File: config.mk
export PLATFORM = sky130hd
export DESIGN_NAME = pld_lock_ctrl
export DESIGN_NICKNAME = d
export VERILOG_FILES = /design/src/pld_pkg.sv /design/src/pld_lock_ctrl.sv /design/src/pld_bank_gate.sv
export SDC_FILE = /design/constraint.sdc
export NUM_CORES = 1
export LEC_CHECK = 0
export ABC_AREA = 1
export BUFFER_PORTS_ARGS = -buffer_cell sky130_fd_sc_hd__buf_2
export CORE_ASPECT_RATIO = 0.9
export CORE_MARGIN = 2
export CORE_UTILIZATION = 55
export CTS_BUF_LIST = sky130_fd_sc_hd__clkbuf_8
export DETAILED_ROUTE_END_ITERATION = 8
export PLACE_DENSITY = 0.92
export REMOVE_ABC_BUFFERS = 1
export SETUP_SLACK_MARGIN = 0.2
export SYNTH_ARGS = -nofsm -noshare
export SYNTH_HDL_FRONTEND = slang
export SYNTH_SLANG_ARGS = --single-unit
File: constraint.sdc
create_clock -name clk_i -period 10.7 [get_ports clk_i]
set_input_delay 2.14 -clock clk_i [delete_from_list [all_inputs] [get_ports clk_i]]
set_output_delay 2.14 -clock clk_i [all_outputs]
set_load 0.01 [all_outputs]
File: src/pld_pkg.sv
// constants and types shared by the lock detect and test control block
package pld_pkg;

  // clock figures
  localparam int CLK_PERIOD_PS = 20000;
  localparam int PHASE_WINDOW_PS = 250;
  // a window shorter than one cycle still costs one whole cycle
  localparam int PHASE_WINDOW_CYC_RAW = PHASE_WINDOW_PS / CLK_PERIOD_PS;
  localparam int PHASE_WINDOW_CYC = (PHASE_WINDOW_CYC_RAW < 1) ? 1 : PHASE_WINDOW_CYC_RAW;

  // lock hysteresis, test reset and watchdog divider counts
  localparam int LOCK_LOSS_ERRORS = 4;
  localparam int LOCK_GAIN_CYCLES = 32;
  localparam int TEST_RESET_EDGES = 5;
  localparam int WDOG_DIV_DEFAULT = 16;

  // three-level output state select encoding
  localparam logic [1:0] MODE_LOW = 2'h0;
  localparam logic [1:0] MODE_MID = 2'h1;
  localparam logic [1:0] MODE_HIGH = 2'h2;

  // bank layout: banks 1..4 then the return bank
  localparam int NUM_BANKS = 5;
  localparam int BANK4_IDX = 3;

  // register byte offsets
  localparam logic [4:0] REG_CTRL = 5'h00;
  localparam logic [4:0] REG_STATUS = 5'h04;
  localparam logic [4:0] REG_IRQ_STATUS = 5'h08;
  localparam logic [4:0] REG_IRQ_MASK = 5'h0c;
  localparam logic [4:0] REG_WDOG_LIMIT = 5'h10;

  // field positions
  localparam int CTRL_DET_EN_BIT = 0;
  localparam int IRQ_LOCK_GAINED = 0;
  localparam int IRQ_LOCK_LOST = 1;
  localparam int IRQ_WDOG_TIMEOUT = 2;
  localparam int IRQ_TEST_RESET = 3;
  localparam int IRQ_BITS = 4;

  // reset values
  localparam logic [31:0] CTRL_RESET = 32'h0000_0001;
  localparam logic [IRQ_BITS-1:0] IRQ_MASK_RESET = 4'h0;
  localparam logic [15:0] WDOG_LIMIT_RESET = 16'h0040;

  typedef enum logic {
    PLD_UNLOCKED,
    PLD_LOCKED
  } pld_lock_state_type;

endpackage : pld_pkg

File: src/pld_lock_ctrl.sv
// lock detector, watchdog, factory test mode and test reset with register slave
//
// Decided for this implementation: the placing of the registers and the Avalon-MM slave port.
`timescale 1ns/100ps
module pld_lock_ctrl #(
  parameter int WDOG_DIV = pld_pkg::WDOG_DIV_DEFAULT,
  parameter int DIV_SEL_W = 4,
  parameter int SKEW_SEL_W = 4,
  parameter int FREQ_SEL_W = 2
) (
  input wire logic clk_i,
  input wire logic rst_i,
  input wire logic ref_clk_i,
  input wire logic return_clk_i,
  input wire logic pll_clk_i,
  input wire logic [1:0] output_mode_i,
  input wire logic [pld_pkg::NUM_BANKS-1:0] bank_disable_inputs_i,
  input wire logic [pld_pkg::NUM_BANKS-1:0] bank_invert_i,
  input wire logic [DIV_SEL_W-1:0] div_sel_i,
  input wire logic [SKEW_SEL_W-1:0] skew_sel_i,
  input wire logic [FREQ_SEL_W-1:0] freq_sel_i,
  input wire logic [4:0] avs_address,
  input wire logic avs_read,
  input wire logic avs_write,
  input wire logic [31:0] avs_writedata,
  output logic [31:0] avs_readdata,
  output logic avs_waitrequest,
  output logic lock_o,
  output logic pll_clk_o,
  output logic test_mode_o,
  output logic [pld_pkg::NUM_BANKS-1:0] bank_hiz_o,
  output logic [pld_pkg::NUM_BANKS-1:0] bank_hold_o,
  output logic fsm_preset_o,
  output logic [DIV_SEL_W+SKEW_SEL_W+FREQ_SEL_W-1:0] preset_value_o,
  output logic irq_o
);

  localparam int PRESET_W = DIV_SEL_W + SKEW_SEL_W + FREQ_SEL_W;
  localparam int DIV_W = (WDOG_DIV > 1) ? $clog2(WDOG_DIV) : 1;

  // refused at elaboration, the divider and status word cannot serve these
  if (WDOG_DIV < 2 || WDOG_DIV > 65536) begin : gen_bad_div
    $error("WDOG_DIV must lie between 2 and 65536");
  end
  if (PRESET_W > 32) begin : gen_bad_preset
    $error("select widths together must not exceed 32 bits");
  end

  // sampled clocks and edges
  logic ref_q;
  logic ret_q;
  wire ref_rise;
  wire ret_rise;

  // lock detector state
  pld_pkg::pld_lock_state_type lock_state;
  pld_pkg::pld_lock_state_type next_lock_state;
  logic [7:0] since_ref;
  logic [2:0] err_run;
  logic [5:0] good_run;
  logic [2:0] next_err_run;
  logic [5:0] next_good_run;
  wire phase_err;
  wire lose_lock;
  wire gain_lock;
  wire park;

  // watchdog
  logic [DIV_W-1:0] wdog_div_cnt;
  logic [15:0] wdog_cnt;
  wire wdog_tick;
  wire wdog_timeout;

  // test mode and test reset
  logic [2:0] test_edges;
  logic fsm_held;
  wire test_mode;
  wire test_reset_req;
  wire test_reset_done;

  // registers
  logic [31:0] ctrl;
  logic [pld_pkg::IRQ_BITS-1:0] irq_status;
  logic [pld_pkg::IRQ_BITS-1:0] irq_mask;
  logic [15:0] wdog_limit;
  logic [pld_pkg::IRQ_BITS-1:0] irq_events;
  wire det_en;

  // ---- edge sampling ----
  assign ref_rise = ref_clk_i & ~ref_q;
  assign ret_rise = return_clk_i & ~ret_q;

  // ---- test mode decode ----
  assign test_mode = (output_mode_i == pld_pkg::MODE_MID);
  assign test_reset_req = test_mode & bank_disable_inputs_i[pld_pkg::BANK4_IDX];
  // held state lasts until bank4 disable or mid level goes away
  assign test_reset_done = test_reset_req & ref_rise &
    (test_edges == 3'(pld_pkg::TEST_RESET_EDGES - 1)) & ~fsm_held;

  // ---- phase error ----
  // only the lag of the return edge behind the reference edge is measured
  assign phase_err = ~ref_rise & (since_ref >= 8'(pld_pkg::PHASE_WINDOW_CYC));

  // ---- watchdog ----
  // the timeout needs reference edges, so a dead reference never times out; return edges still count as phase errors
  assign wdog_tick = ref_rise & (wdog_div_cnt == DIV_W'(WDOG_DIV - 1));
  assign wdog_timeout = (lock_state == pld_pkg::PLD_LOCKED) & ~ret_rise &
    wdog_tick & (wdog_cnt >= wdog_limit);

  // ---- lock hysteresis ----
  assign det_en = ctrl[pld_pkg::CTRL_DET_EN_BIT];
  // the edge that completes the test reset parks the detector as well
  assign park = fsm_held | test_reset_done | ~det_en;
  assign lose_lock = (lock_state == pld_pkg::PLD_LOCKED) & ret_rise & phase_err &
    (err_run >= 3'(pld_pkg::LOCK_LOSS_ERRORS - 1));
  assign gain_lock = (lock_state == pld_pkg::PLD_UNLOCKED) & ret_rise & ~phase_err &
    (good_run >= 6'(pld_pkg::LOCK_GAIN_CYCLES - 1));

  always_comb begin
    next_lock_state = lock_state;
    next_err_run = err_run;
    next_good_run = good_run;
    if (ret_rise) begin
      // each run restarts when the opposite condition shows
      if (phase_err) begin
        next_good_run = 6'h00;
        next_err_run = (err_run == 3'h7) ? err_run : err_run + 3'h1;
      end else begin
        next_err_run = 3'h0;
        next_good_run = (good_run == 6'h3f) ? good_run : good_run + 6'h01;
      end
    end
    unique case (lock_state)
      pld_pkg::PLD_LOCKED: begin
        if (lose_lock || wdog_timeout) begin
          next_lock_state = pld_pkg::PLD_UNLOCKED;
          next_err_run = 3'h0;
          next_good_run = 6'h00;
        end
      end
      pld_pkg::PLD_UNLOCKED: begin
        if (gain_lock) begin
          next_lock_state = pld_pkg::PLD_LOCKED;
          next_err_run = 3'h0;
          next_good_run = 6'h00;
        end
      end
    endcase
    // forced state and disabled detector both park the detector unlocked
    if (park) begin
      next_lock_state = pld_pkg::PLD_UNLOCKED;
      next_err_run = 3'h0;
      next_good_run = 6'h00;
    end
  end

  // ---- interrupt events ----
  assign irq_events[pld_pkg::IRQ_LOCK_GAINED] = gain_lock & ~park;
  assign irq_events[pld_pkg::IRQ_LOCK_LOST] = lose_lock & ~park;
  assign irq_events[pld_pkg::IRQ_WDOG_TIMEOUT] = wdog_timeout & ~park;
  assign irq_events[pld_pkg::IRQ_TEST_RESET] = test_reset_done;

  // ---- bus decode ----
  wire bus_req;
  wire bus_take;
  wire sel_ctrl;
  wire sel_status;
  wire sel_irq_status;
  wire sel_irq_mask;
  wire sel_wdog;
  wire wr_ctrl;
  wire wr_irq_status;
  wire wr_irq_mask;
  wire wr_wdog;
  logic [31:0] read_mux;

  assign bus_req = avs_read | avs_write;
  // a request is answered at the edge after it first shows
  assign bus_take = bus_req & ~avs_waitrequest;
  assign sel_ctrl = (avs_address == pld_pkg::REG_CTRL);
  assign sel_status = (avs_address == pld_pkg::REG_STATUS);
  assign sel_irq_status = (avs_address == pld_pkg::REG_IRQ_STATUS);
  assign sel_irq_mask = (avs_address == pld_pkg::REG_IRQ_MASK);
  assign sel_wdog = (avs_address == pld_pkg::REG_WDOG_LIMIT);
  assign wr_ctrl = bus_take & avs_write & sel_ctrl;
  assign wr_irq_status = bus_take & avs_write & sel_irq_status;
  assign wr_irq_mask = bus_take & avs_write & sel_irq_mask;
  assign wr_wdog = bus_take & avs_write & sel_wdog;

  always_comb begin
    read_mux = 32'h0000_0000;
    if (sel_ctrl) begin
      read_mux = {31'h0000_0000, ctrl[pld_pkg::CTRL_DET_EN_BIT]};
    end else if (sel_status) begin
      read_mux = {16'h0000, 2'h0, good_run, 1'b0, err_run,
        fsm_held, test_mode, (lock_state == pld_pkg::PLD_LOCKED), lock_o};
    end else if (sel_irq_status) begin
      read_mux = {28'h000_0000, irq_status};
    end else if (sel_irq_mask) begin
      read_mux = {28'h000_0000, irq_mask};
    end else if (sel_wdog) begin
      read_mux = {16'h0000, wdog_limit};
    end
  end

  // ---- bank gating ----
  logic [pld_pkg::NUM_BANKS-1:0] hold_req;
  logic [pld_pkg::NUM_BANKS-1:0] hiz_req;

  // bank disables have no effect in test mode, except bank4 test reset
  always_comb begin
    for (int b = 0; b < pld_pkg::NUM_BANKS; b++) begin
      hold_req[b] = ~test_mode & bank_disable_inputs_i[b] &
        (output_mode_i == pld_pkg::MODE_LOW);
      hiz_req[b] = test_reset_req | (~test_mode & bank_disable_inputs_i[b] &
        (output_mode_i == pld_pkg::MODE_HIGH));
    end
  end

  genvar g;
  generate
    for (g = 0; g < pld_pkg::NUM_BANKS; g++) begin : gen_bank
      pld_bank_gate u_gate (
        .clk_i(clk_i),
        .rst_i(rst_i),
        .out_clk_i(pll_clk_o),
        .invert_i(bank_invert_i[g]),
        .hold_req_i(hold_req[g]),
        .hiz_req_i(hiz_req[g]),
        .hold_o(bank_hold_o[g]),
        .hiz_o(bank_hiz_o[g])
      );
    end
  endgenerate

  // ---- sampling, phase and watchdog counters ----
  always_ff @(posedge clk_i or posedge rst_i) begin
    if (rst_i) begin
      ref_q <= 1'b0;
      ret_q <= 1'b0;
      since_ref <= 8'hff;
    end else begin
      ref_q <= ref_clk_i;
      ret_q <= return_clk_i;
      if (ref_rise) begin
        since_ref <= 8'h00;
      end else if (since_ref != 8'hff) begin
        since_ref <= since_ref + 8'h01;
      end
    end
  end

  always_ff @(posedge clk_i or posedge rst_i) begin
    if (rst_i) begin
      wdog_div_cnt <= '0;
      wdog_cnt <= 16'h0000;
    end else begin
      if (ref_rise) begin
        wdog_div_cnt <= wdog_tick ? '0 : wdog_div_cnt + DIV_W'(1);
      end
      if (ret_rise || fsm_held) begin
        wdog_cnt <= 16'h0000;
      end else if (wdog_tick && wdog_cnt != 16'hffff) begin
        wdog_cnt <= wdog_cnt + 16'h0001;
      end
    end
  end

  // ---- lock state ----
  always_ff @(posedge clk_i or posedge rst_i) begin
    if (rst_i) begin
      lock_state <= pld_pkg::PLD_UNLOCKED;
      err_run <= 3'h0;
      good_run <= 6'h00;
      lock_o <= 1'b0;
    end else begin
      lock_state <= next_lock_state;
      err_run <= next_err_run;
      good_run <= next_good_run;
      lock_o <= (next_lock_state == pld_pkg::PLD_LOCKED);
    end
  end

  // ---- test mode path and test reset ----
  always_ff @(posedge clk_i or posedge rst_i) begin
    if (rst_i) begin
      test_edges <= 3'h0;
      fsm_held <= 1'b0;
      pll_clk_o <= 1'b0;
      test_mode_o <= 1'b0;
      fsm_preset_o <= 1'b0;
      preset_value_o <= '0;
    end else begin
      test_mode_o <= test_mode;
      // reference level stands in for the pll output in test mode
      pll_clk_o <= test_mode ? ref_clk_i : pll_clk_i;
      if (!test_reset_req) begin
        test_edges <= 3'h0;
        fsm_held <= 1'b0;
      end else if (test_reset_done) begin
        fsm_held <= 1'b1;
      end else if (ref_rise && !fsm_held) begin
        test_edges <= test_edges + 3'h1;
      end
      fsm_preset_o <= test_reset_done | (fsm_held & test_reset_req);
      if (test_reset_done || (fsm_held && test_reset_req)) begin
        preset_value_o <= {div_sel_i, skew_sel_i, freq_sel_i};
      end
    end
  end

  // ---- registers and bus answer ----
  always_ff @(posedge clk_i or posedge rst_i) begin
    if (rst_i) begin
      ctrl <= pld_pkg::CTRL_RESET;
      irq_mask <= pld_pkg::IRQ_MASK_RESET;
      wdog_limit <= pld_pkg::WDOG_LIMIT_RESET;
      irq_status <= '0;
      irq_o <= 1'b0;
      avs_waitrequest <= 1'b1;
      avs_readdata <= 32'h0000_0000;
    end else begin
      avs_waitrequest <= ~(bus_req & avs_waitrequest);
      if (bus_req && avs_waitrequest && avs_read) begin
        avs_readdata <= read_mux;
      end
      if (wr_ctrl) begin
        ctrl <= {31'h0000_0000, avs_writedata[pld_pkg::CTRL_DET_EN_BIT]};
      end
      if (wr_irq_mask) begin
        irq_mask <= avs_writedata[pld_pkg::IRQ_BITS-1:0];
      end
      if (wr_wdog) begin
        wdog_limit <= avs_writedata[15:0];
      end
      // a new event wins over a one written to clear it
      irq_status <= (irq_status &
        ~(wr_irq_status ? avs_writedata[pld_pkg::IRQ_BITS-1:0] : '0)) | irq_events;
      irq_o <= |(irq_status & irq_mask);
    end
  end

endmodule : pld_lock_ctrl

File: src/pld_bank_gate.sv
// glitch-free hold-off and high impedance control for one output bank
`timescale 1ns/100ps
module pld_bank_gate (
  input wire logic clk_i,
  input wire logic rst_i,
  input wire logic out_clk_i,
  input wire logic invert_i,
  input wire logic hold_req_i,
  input wire logic hiz_req_i,
  output logic hold_o,
  output logic hiz_o
);

  logic out_clk_q;
  wire stop_edge;
  wire next_hold;

  // non-inverting stops after a falling edge, inverting after a rising edge
  assign stop_edge = invert_i ? (out_clk_i & ~out_clk_q) : (~out_clk_i & out_clk_q);
  // change only on the stop edge so no runt pulse leaves the bank
  assign next_hold = stop_edge ? hold_req_i : hold_o;

  always_ff @(posedge clk_i or posedge rst_i) begin
    if (rst_i) begin
      out_clk_q <= 1'b0;
      hold_o <= 1'b0;
      hiz_o <= 1'b0;
    end else begin
      out_clk_q <= out_clk_i;
      hold_o <= next_hold;
      hiz_o <= hiz_req_i;
    end
  end

endmodule : pld_bank_gate

# Yosys cells after proc, flatten, opt, wreduce, memory -nomap -nowiden
# Index checks and enable logic that the tools add are counted.
[totals]
ff_bits = 127
latch_bits = 0
ram_bits = 0
rom_bits = 0
inputBits = 66
out_inout_bits = 58
wordCells = 184
mem_count = 0
[classes]
add_sub_neg = 6
multipliers = 0
div = 0
magnitude_cmp = 4
eq_ne = 15
n_shift = 0
muxes = 40
bitwise = 72
reduce_logical = 15
[ops]
columns = ["op", "n"]
rows = [
  ["two-way mux 16 bit", 7],
  ["AND 1 bit", 45],
  ["two-way mux 6 bit", 6],
  ["two-way mux 3 bit", 9],
  ["adder 16 x 1 -> 16 bit (second input constant)", 1],
  ["greater-or-equal comparator 16 bit", 1],
  ["two-way mux 8 bit", 2],
  ["inequality test 16 bit (second input constant)", 1],
  ["NOT 1 bit", 14],
  ["one-hot mux 6 bit (2 select lines)", 1],
  ["two-way mux 1 bit", 11],
  ["equality test 5 x 4 -> 1 bit (second input constant)", 2],
  ["bitwise OR 1 bit", 9],
  ["adder 8 x 1 -> 8 bit (second input constant)", 1],
  ["AND 4 bit", 2],
  ["greater-or-equal comparator 8 x 1 -> 1 bit (second input constant)", 1],
  ["two-way mux 4 bit", 2],
  ["inequality test 8 bit (second input constant)", 1],
  ["adder 3 x 1 -> 3 bit (second input constant)", 2],
  ["adder 6 x 1 -> 6 bit (second input constant)", 1],
  ["equality test 3 bit (second input constant)", 2],
  ["equality test 6 bit (second input constant)", 1],
  ["greater-or-equal comparator 6 x 5 -> 1 bit (second input constant)", 1],
  ["one-hot mux 3 bit (2 select lines)", 1],
  ["other kinds (20)", 28],
]

# Longest topological paths before layout
# Gate-level depths: netlist (run 1).
[depth]
ltp_word = 10
ltp_mapped = 14

# Hierarchy
# A second synthesis (run 1) with hierarchy kept.
[hier_totals]
cells_unflattened = 748
hier_area_um2 = 6408.6
[by_module_without_submodules]
columns = ["mod", "n_inst", "cells_each", "area_each_um2", "seq_area_each_um2"]
rows = [
  ["pld_lock_ctrl", 1, 683, 5826.8, 2516.2],
  ["pld_bank_gate", 5, 13, 116.4, 75.1],
]

# Worst setup path before layout (run 1)
# Ideal clock, no wire load.
[synth_timing]
kind = "input to register"
startpoint = "in ref_clk_i"
endpoint = "reg wdog_cnt[12]"
setup_time_ns = 0.119
arrival_time_ns = 3.088
required_ns = 10.581
slack_ns = 7.493
stages = 9
path_cell_list = "inv_2 -> nor2_4 -> nand2_2 -> nor3_2 -> inv_2 -> a21oi_2 -> nand3_1 -> nand2_1 -> nor2_1"
[synth_via]
elab_chain_len = 4
[synth_lines]
columns = ["item", "line_no", "text"]
rows = [
  ["from (decl)", "pld_lock_ctrl.sv:13", "input wire logic ref_clk_i,"],
  ["AND 1 bit", "pld_lock_ctrl.sv:90", "assign ref_rise = ref_clk_i & ~ref_q;"],
  ["AND 1 bit", "pld_lock_ctrl.sv:106", "assign wdog_tick = ref_rise & (wdog_div_cnt == DIV_W'(WDOG_DIV - 1));"],
  ["logical AND 1 bit", "pld_lock_ctrl.sv:263", "end else if (wdog_tick && wdog_cnt != 16'hffff) begin"],
  ["nonzero test 2 bit (no source line)", "-", ""],
  ["to (signal assigned)", "pld_lock_ctrl.sv:264", "wdog_cnt <= wdog_cnt + 16'h0001;"],
  ["to (decl)", "pld_lock_ctrl.sv:70", "logic [15:0] wdog_cnt;"],
]
# No other way between the ends.
# A chain may end at the register's enable or synchronous reset.

# Worst setup path after layout (run 1)
[layout_timing]
startpoint = "in avs_address[1]"
endpoint = "reg wdog_limit[6]"
[layout_via]
elab_chain_len = 2
[layout_lines]
columns = ["item", "line_no", "text"]
rows = [
  ["from (decl)", "pld_lock_ctrl.sv:22", "input wire logic [4:0] avs_address,"],
  ["equality test 5 bit", "pld_lock_ctrl.sv:184", "assign sel_wdog = (avs_address == pld_pkg::REG_WDOG_LIMIT);"],
  ["AND 1 bit", "pld_lock_ctrl.sv:188", "assign wr_wdog = bus_take & avs_write & sel_wdog;"],
  ["to (signal assigned)", "pld_lock_ctrl.sv:317", "wdog_limit <= pld_pkg::WDOG_LIMIT_RESET;"],
  ["to (signal assigned)", "pld_lock_ctrl.sv:334", "wdog_limit <= avs_writedata[15:0];"],
  ["to (decl)", "pld_lock_ctrl.sv:85", "logic [15:0] wdog_limit;"],
]
# No other way between the ends.

==> results of run 1 <==
logic make-up after synthesis:
| family | count (synthesis) | share of synthesized area [%] |
|---|---|---|
| other | 1 | 0.0631 |
| XOR/XNOR | 16 | 2.36 |
| flip-flops | 111 | 46.9 |
| buffers and inverters | 126 | 9.78 |
| adder cells (fa/ha/maj) | 25 | 5.26 |
| AND/OR/NAND/NOR | 322 | 23.4 |
| AO/OA/AOI/OAI | 131 | 12.2 |
worst paths after layout:
path,start,endpoint,slack (ns),cells past startpoint
worst max register to register,since_ref[1],err_run[0],8.69,9
worst min register to register,pll_clk_o,gen_bank[4].u_gate.out_clk_q,0.42,0
max in group asynchronous,rst_i,wdog_cnt[7],7.67,3
worst min-delay path,pll_clk_o,gen_bank[4].u_gate.out_clk_q,0.42,0
worst max-delay path,avs_address[1],wdog_limit[6],7.08,7
min in group asynchronous,rst_i,preset_value_o[6],1.79,2
routing by layer:
layer	vias up	part of all wire, %	track usage [%]
met5	-	0	0
met4	0	1.4	6.00
li1	2486	-	-
met2	188	48	36.6
met3	22	6.1	4.53
met1	2321	44	31.7
power breakdown:
group | total (µW) | switching, µW | internal [µW]
Clock | 271 | 171 | 100
Sequential | 502 | 34.1 | 467
Combinational | 174 | 111 | 62.3
Total | 946 | 316 | 630
worst max-delay path, cell delays in order:
cell and delay (ns):
buf_2 0.10, nor2_2 0.16, nand2_1 0.10, nor2_2 0.28, nand2_1 0.66, nor2_1 0.38, a21oi_1 0.07
layout by cell type (no fill, tap or decap), types with 3 or more instances in the layout:
cell type / Yosys / final
nand2_1: 177 / 177
dfrtp_1: 100 / 100
buf_2: 3 / 91
inv_1: 81 / 80
nor2_1: 72 / 72
o21ai_0: 51 / 51
a21oi_1: 43 / 43
nand3_1: 33 / 33
ha_1: 25 / 25
conb_1: 1 / 16
xor2_1: 14 / 14
dfstp_2: 11 / 11
o21ai_1: 9 / 9
clkbuf_8: 0 / 9
nand4_1: 8 / 8
nor3_1: 8 / 8
inv_2: 7 / 7
o22ai_1: 6 / 6
o31ai_1: 6 / 6
nor2_2: 5 / 5
nor2_4: 4 / 4
nand2_2: 4 / 4
nor3_2: 3 / 3
nand3_2: 3 / 3
o21ai_2: 3 / 3
o211ai_1: 3 / 3
state kept, by name, indices dropped and copies added, names as in the netlist, 3 cells and up:
register	cells
since_ref	8
avs_readdata	16
test_edges	3
wdog_cnt	16
err_run	3
preset_value_o	10
irq_status	4
irq_mask	4
wdog_div_cnt	4
good_run	6
wdog_limit	16
gen_bank.u_gate.hold_o	5
gen_bank.u_gate.hiz_o	5
final cells by class:
cell class	count	share of cell area [%]
Timing Repair Buffer	92	7.01
Sequential cell	111	42.2
Clock inverter	7	1.51
Tap cell	133	2.52
Clock buffer	9	1.87
Inverter	88	5.04
Multi-Input combinational cell	510	39.8
per-stage QoR:
| stage | cells | util, % | instance area [µm²] |
|---|---|---|---|
| 6_report | 950 | 61.9 | 6610 |
| 5_1_grt | 950 | 61.9 | 6610 |
| 4_1_cts | 950 | 61.9 | 6610 |
| 3_5_place_dp | 934 | 59.8 | 6380 |
| 3_3_place_gp | 934 | 59.8 | 6380 |
| 2_1_floorplan | 709 | - | 5750 |
==> results.yml, run 1 <==
synthesis:
  synth_top_area_share_pct: 42.1
  ys_seq_area_share_pct: 46.9
  synth_ff_type: "dfrtp_1"
  netlist_top_cells_count: "nand2_1 (177), dfrtp_1 (100), inv_1 (81)"
  yosysMostFrequentCell: "nand2_1"
  synthCells: 732
  ys_warn_count: 0
  synth-edff-count: 0
  syn_area_per_cell_um2: 8.12
  yosys_register_bits: 111
  synth_area_mm2: 0.00595
  synthTopCellsByArea: "dfrtp_1 (42%), nand2_1 (11%), ha_1 (5.3%), inv_1 (5.1%), dfstp_2 (4.9%)"
  yosys.area.top_type: "dfrtp_1"
  ys_types: 40
  async_flop_share_pct: 100
outcome:
  outcome: "complete, no violations"
die:
  die_area_mm2: 0.0117
  ioPinCount: 124
  initial_core_util_pct: 55.7
  die-height_um: 103
  core_area_mm2: 0.0107
  die_w_um: 114
  row_count: 36
clock_tree:
  postCtsSetupBuffers: 0
  cts_resized: 0
  path_clk_slew_ns: 0.13
  clock_path_buffers: 2
  clock_latency_ns: 0.39
  h-tree-depth: 3
  numCtsBuffers: 9
  cts_tree: "done"
  hold_buffers: 0
  cts_sinks: 111
  cts_root_buffer: "clkbuf_8"
timing:
  min_period_ns: 3.62
  hold_viol: 0
  finalMaxSlewViolations: 0
  hold_slack_ns: 0.419
  finClkSkew_ns: 0.0204
  rsz0062_at_grt: "false"
  setup_viol: 0
  setup_tns_ns: 0
  max_freq_mhz: 276
  max_slew_margin_pct: 33.0
  min_period_over_period_pct: 33.8
  finalWorstSetupSlack_ns: 7.08
  worst_pin_slew_ns: 1.00
drt:
  wire_per_inst_um: 13.8
  drt_wl_total_um: 13100
  drcViolationCount: 0
  vias_per_cell: 5.28
  drt_iter0_markers: 481
  dr.pass1.iters: 5
  antenna_left: 0
  vias: 5017
layout:
  final_nets: 903
  syn2layout_area_growth_pct: 11.1
  multiInputGateArea_mm2: 0.00263
  n_fill_cell: 857
  antenna_cells: 0
  drive_gt1_share_pct: 18.8
  regArea_mm2: 0.00279
power:
  ir_drop_v: 0.0000669
  power.density_mw_per_mm2: 143
  power_leakage_uw: 0.00345
  total_power_uw: 946
placed_design:
  place.gp.congestion: 0.892
  dp_hpwl_um: 9580
  port_buffers: 91
  pre_cts_slack_ns: 6.68
global_routing:
  grt_pass1_wl_um: 21000
  grt_pass1_vias: 4422
  grt.total_usage_pct: 22.6
  grt_overflow: 0
  grt_max_degree: 68
  antenna_found_initial: 0
flow_run:
  maxCapViolCount: 0
worst_setup_path:
  crit_required_ns: 10.98
  crit_path_end_kind: "flip-flop"
  cp.arrival_ns: 3.90
  critPathKind: "primary input to flip-flop"
  crit_path_max_fanout: 32
  startpoint_type: "primary input"
hold_path:
  worst_hold_path_type: "flip-flop to flip-flop"
No activity file was read; power rests on OpenSTA's default activity.
==> inputs of run 2 (changes only) <==
clock period = 3.55 ns   (was 10.7 ns; I/O delays follow)
==> results.yml, run 2 (synthesis results as in run 1) <==
outcome:
  outcome: "complete, no violations"
clock_tree:
  h-tree-depth: 3
  path_clk_slew_ns: 0.12
  clock_latency_ns: 0.39
  cts_tree: "done"
  cts_root_buffer: "clkbuf_8"
  clock_path_buffers: 2
  hold_buffers: 0
  cts_resized: 0
  numCtsBuffers: 9
  cts_sinks: 111
  postCtsSetupBuffers: 0
global_routing:
  antenna_found_initial: 0
  grt_overflow: 0
  grt_pass1_vias: 4735
  grt.total_usage_pct: 23.8
  grt_pass1_wl_um: 22100
  grt_max_degree: 59
worst_setup_path:
  critPathKind: "primary input to flip-flop"
  path_cells: "buf_2 -> nor2_2 -> nand2_1 -> nor2_2 -> nand2_1 -> o21ai_0"
  cp_slowest_cell: "nand2_1"
  critPathTopFamily: "simple AND/OR/NAND/NOR gates"
  cp.arrival_ns: 2.44
  crit_path_end_kind: "flip-flop"
  r2r_slack_ns: 1.47
  reg2reg_from: "wdog_limit[6]"
  r2r_cells: 13
  slowest_delay_ns: 0.65
  crit_path_max_fanout: 32
  path_buf_inv: 1
  r2r-end: "good_run[1]"
  crit_required_ns: 3.83
  startpoint_type: "primary input"
flow_run:
  maxCapViolCount: 0
layout:
  drive_gt1_share_pct: 18.8
  final_nets: 903
  final_common_cell: "nand2_1"
  layout_common_cells: "nand2_1 (177), dfrtp_1 (100), buf_2 (91)"
  reg.largest.list: "avs_readdata x16, wdog_cnt x16, wdog_limit x16"
  multiInputGateArea_mm2: 0.00263
  n_fill_cell: 858
  syn2layout_area_growth_pct: 10.9
  antenna_cells: 0
  regArea_mm2: 0.00279
  layout.cells.non_filler: 950
timing:
  worst_pin_slew_ns: 1.06
  rsz0062_at_grt: "false"
  finClkSkew_ns: 0.0214
  min_period_over_period_pct: 60.8
  max_freq_mhz: 463
  hold_viol: 0
  hold_slack_ns: 0.410
  max_slew_margin_pct: 29.0
  finalMaxSlewViolations: 0
  setup_viol: 0
  min_period_ns: 2.16
placed_design:
  dp_hpwl_um: 9860
  placedCellCount: 934
  port_buffers: 91
  place.gp.congestion: 0.885
drt:
  vias_per_cell: 5.44
  antenna_left: 0
  dr.pass1.iters: 5
  vias: 5164
  drt_iter0_markers: 551
  drt_wl_total_um: 13500
  drcViolationCount: 0
  wire_per_inst_um: 14.2
power:
  power.density_mw_per_mm2: 422
  ir_drop_v: 0.000269
  power_leakage_uw: 0.00344
die:
  row_count: 36
  die_area_mm2: 0.0117
  die_w_um: 114
  die-height_um: 103
  ioPinCount: 124
  initial_core_util_pct: 55.7
  core_area_mm2: 0.0107
hold_path:
  worst_hold_path_type: "primary input to async pin"
[run 2: layer usage]
layer	vias up	track usage, %	wire [µm]
met2	196	38.1	6300
li1	2488	-	-
met5	-	0	0
met1	2438	32.7	5970
met4	0	9.38	418
met3	42	4.17	840
[run 2: area by class of cell]
cell class / count / area share [%]
clock buffers: 9 / 1.88
repair buffers: 92 / 7.21
inverters: 88 / 5.05
multi-input cells: 510 / 39.9
clock inverters: 7 / 1.10
flip-flops and latches: 111 / 42.3
well taps: 133 / 2.52
[run 2: report_power, final]
part	switching (µW)	internal [µW]	leakage, µW	total (µW)
combinational	339	189	0.00193	529
clock	467	277	0.0000970	744
sequential	102	1410	0.00141	1510
[run 2: how the worst max path moves through the flow]
| stage | start | end | slack, ns | cells past startpoint |
|---|---|---|---|---|
| 2_1_floorplan | rst_i | avs_readdata[0] | -0.07 | 1 |
| 3_3_place_gp | avs_address[1] | wdog_limit[12] | 1.12 | 7 |
| 3_5_place_dp | avs_address[1] | wdog_limit[3] | 1.04 | 6 |
| 4_1_cts | avs_address[1] | wdog_limit[3] | 1.43 | 6 |
| 5_1_grt | avs_address[1] | wdog_limit[0] | 1.11 | 6 |
| 6_report | avs_address[1] | wdog_limit[3] | 1.39 | 6 |
[run 2: stage by stage]
stage | util (%) | worst slack [ns] | total power [µW] | cell area (µm²) | setup TNS, ns
4_1_cts | 61.8 | 1.43 | 2780 | 6590 | 0
5_1_grt | 61.8 | 1.11 | 2940 | 6590 | 0
6_report | 61.8 | 1.39 | 2780 | 6590 | 0
2_1_floorplan | - | -0.0724 | 1860 | 5750 | -7.24
3_3_place_gp | 59.9 | 1.12 | 2020 | 6400 | 0
3_5_place_dp | 59.9 | 1.04 | 2050 | 6400 | 0
==> inputs of run 3 (changes only) <==
CORE_UTILIZATION = 51   (was 55)
PLACE_DENSITY = 0.9   (was 0.92)
clock period = 1.94 ns   (was 3.55 ns; I/O delays follow)
==> results.yml, run 3 (synthesis results as in run 1) <==
outcome:
  outcome: "complete, no violations"
worst_setup_path:
  cpMostUsedCell: "a21oi_1"
  cp.arrival_ns: 2.10
  cp_slowest_cell: "dfrtp_2"
  crit_required_ns: 2.25
  r2r_slack_ns: 0.16
  crit_cells: 8
  path_cells: "ha_1 -> a21oi_1 -> o21ai_0 -> a21oi_1 -> nand2_1 -> nand2_2 -> nand3_4 -> nor2_1"
  critPathTopFamily: "simple AND/OR/NAND/NOR gates"
  path_buf_inv: 0
  crit_path_max_fanout: 8
  critPathKind: "flip-flop to flip-flop"
  crit_path_end_kind: "flip-flop"
  slowest_delay_ns: 0.44
  r2r_cells: 8
  startpoint_type: "flip-flop"
layout:
  final_common_cell: "nand2_1"
  reg.largest.list: "avs_readdata x16, wdog_cnt x16, wdog_limit x16"
  n_fill_cell: 949
  antenna_cells: 0
  layout_common_cells: "nand2_1 (171), dfrtp_1 (96), buf_2 (91)"
  layout.cells.non_filler: 1005
  post-route-util_pct: 62.5
  syn2layout_area_growth_pct: 19.8
  drive_gt1_share_pct: 27.1
  final_nets: 935
clock_tree:
  cts_root_buffer: "clkbuf_8"
  numCtsBuffers: 9
  clock_path_buffers: 2
  path_clk_slew_ns: 0.11
  cts_tree: "done"
  h-tree-depth: 3
  clock_latency_ns: 0.39
  cts_sinks: 111
global_routing:
  grt_pass1_vias: 4738
  grt_pass1_wl_um: 22300
  grt.total_usage_pct: 22.0
  grt_max_degree: 33
  antenna_found_initial: 0
  grt_overflow: 0
drt:
  drt_wl_total_um: 14600
  dr.pass1.iters: 5
  drcViolationCount: 0
  wire_per_inst_um: 14.6
  antenna_left: 0
  drt_iter0_markers: 518
  vias_per_cell: 5.25
  vias: 5277
timing:
  hold_viol: 0
  finalWorstSetupSlack_ns: 0.157
  rsz0062_at_grt: "true"
  worst_pin_slew_ns: 0.517
  finClkSkew_ns: 0.0114
  hold_slack_ns: 0.00208
  finalMaxSlewViolations: 0
  max_freq_mhz: 561
  setup_viol: 0
  max_slew_margin_pct: 65.3
  min_period_ns: 1.78
  min_period_over_period_pct: 91.9
die:
  row_count: 37
  die_w_um: 118
  ioPinCount: 124
  die_area_mm2: 0.0125
  initial_core_util_pct: 52.2
  core_area_mm2: 0.0114
  die-height_um: 106
placed_design:
  placedCellCount: 971
  pre_cts_slack_ns: 0.103
  port_buffers: 91
  place.gp.congestion: 0.905
  dp_hpwl_um: 10100
flow_run:
  maxCapViolCount: 0
power:
  power_leakage_uw: 0.00359
  total_power_uw: 5360
  power.density_mw_per_mm2: 753
  ir_drop_v: 0.000343
hold_path:
  worst_hold_path_type: "primary input to async pin"
==> run 3: metal layers <==
metal / GRT usage [%] / vias up / routed length, µm
met3: 4.67 / 37 / 1020
met5: 0 / - / 0
li1: - / 2548 / -
met1: 29.9 / 2451 / 6260
met2: 35.1 / 241 / 7040
met4: 8.00 / 0 / 323
==> run 3: final cells by class <==
class	instances	area (µm²)	share of cell area (%)
tap	156	195	2.74
clock buffer	9	124	1.74
multi-input combinational	510	2840	39.8
inverter	88	348	4.88
timing repair buffer	124	744	10.5
sequential	111	2800	39.3
clock inverter	7	77.6	1.09
==> run 3: worst reg2reg max path: cells and delay by family, from the launching register on <==
| kind | cells | cell delay, ns |
|---|---|---|
| simple gates | 4 | 0.51 |
| flops | 1 | 0.44 |
| fa+ha+maj | 1 | 0.32 |
| compound gates | 3 | 0.43 |
==> run 3: per-stage QoR <==
step	setup TNS, ns	instance area, µm²
floorplan	-142.53	5750
global placement	0	6560
detailed placement	0	6560
CTS	0	6850
global route	0	7120
finish	0	7120
==> run 3: where the power goes <==
group | total [µW] | internal [µW] | switching, µW | leakage (µW)
clock | 1430 | 611 | 822 | 0.000101
sequential | 2770 | 2580 | 187 | 0.00140
combinational | 1160 | 442 | 718 | 0.00209
total | 5360 | 3630 | 1730 | 0.00359
==> run 3: worst paths after layout <==
path / startpoint / endpoint
setup / recovery: wdog_cnt[9] / good_run[4]
setup reg to reg: wdog_cnt[9] / good_run[4]
hold reg to reg: pll_clk_o / gen_bank[4].u_gate.out_clk_q
min in group clk_i: return_clk_i / ret_q
hold / removal: rst_i / wdog_div_cnt[3]
max in group asynchronous: rst_i / since_ref[7]
==> run 3: timing repair <==
action | 4_1_cts | 5_1_grt
buffers inserted | 6 | 12
gates resized for setup | 10 | 48
setup endpoints to repair | 20 | 31
hold buffers | 0 | 0
pin swaps | 7 | 19
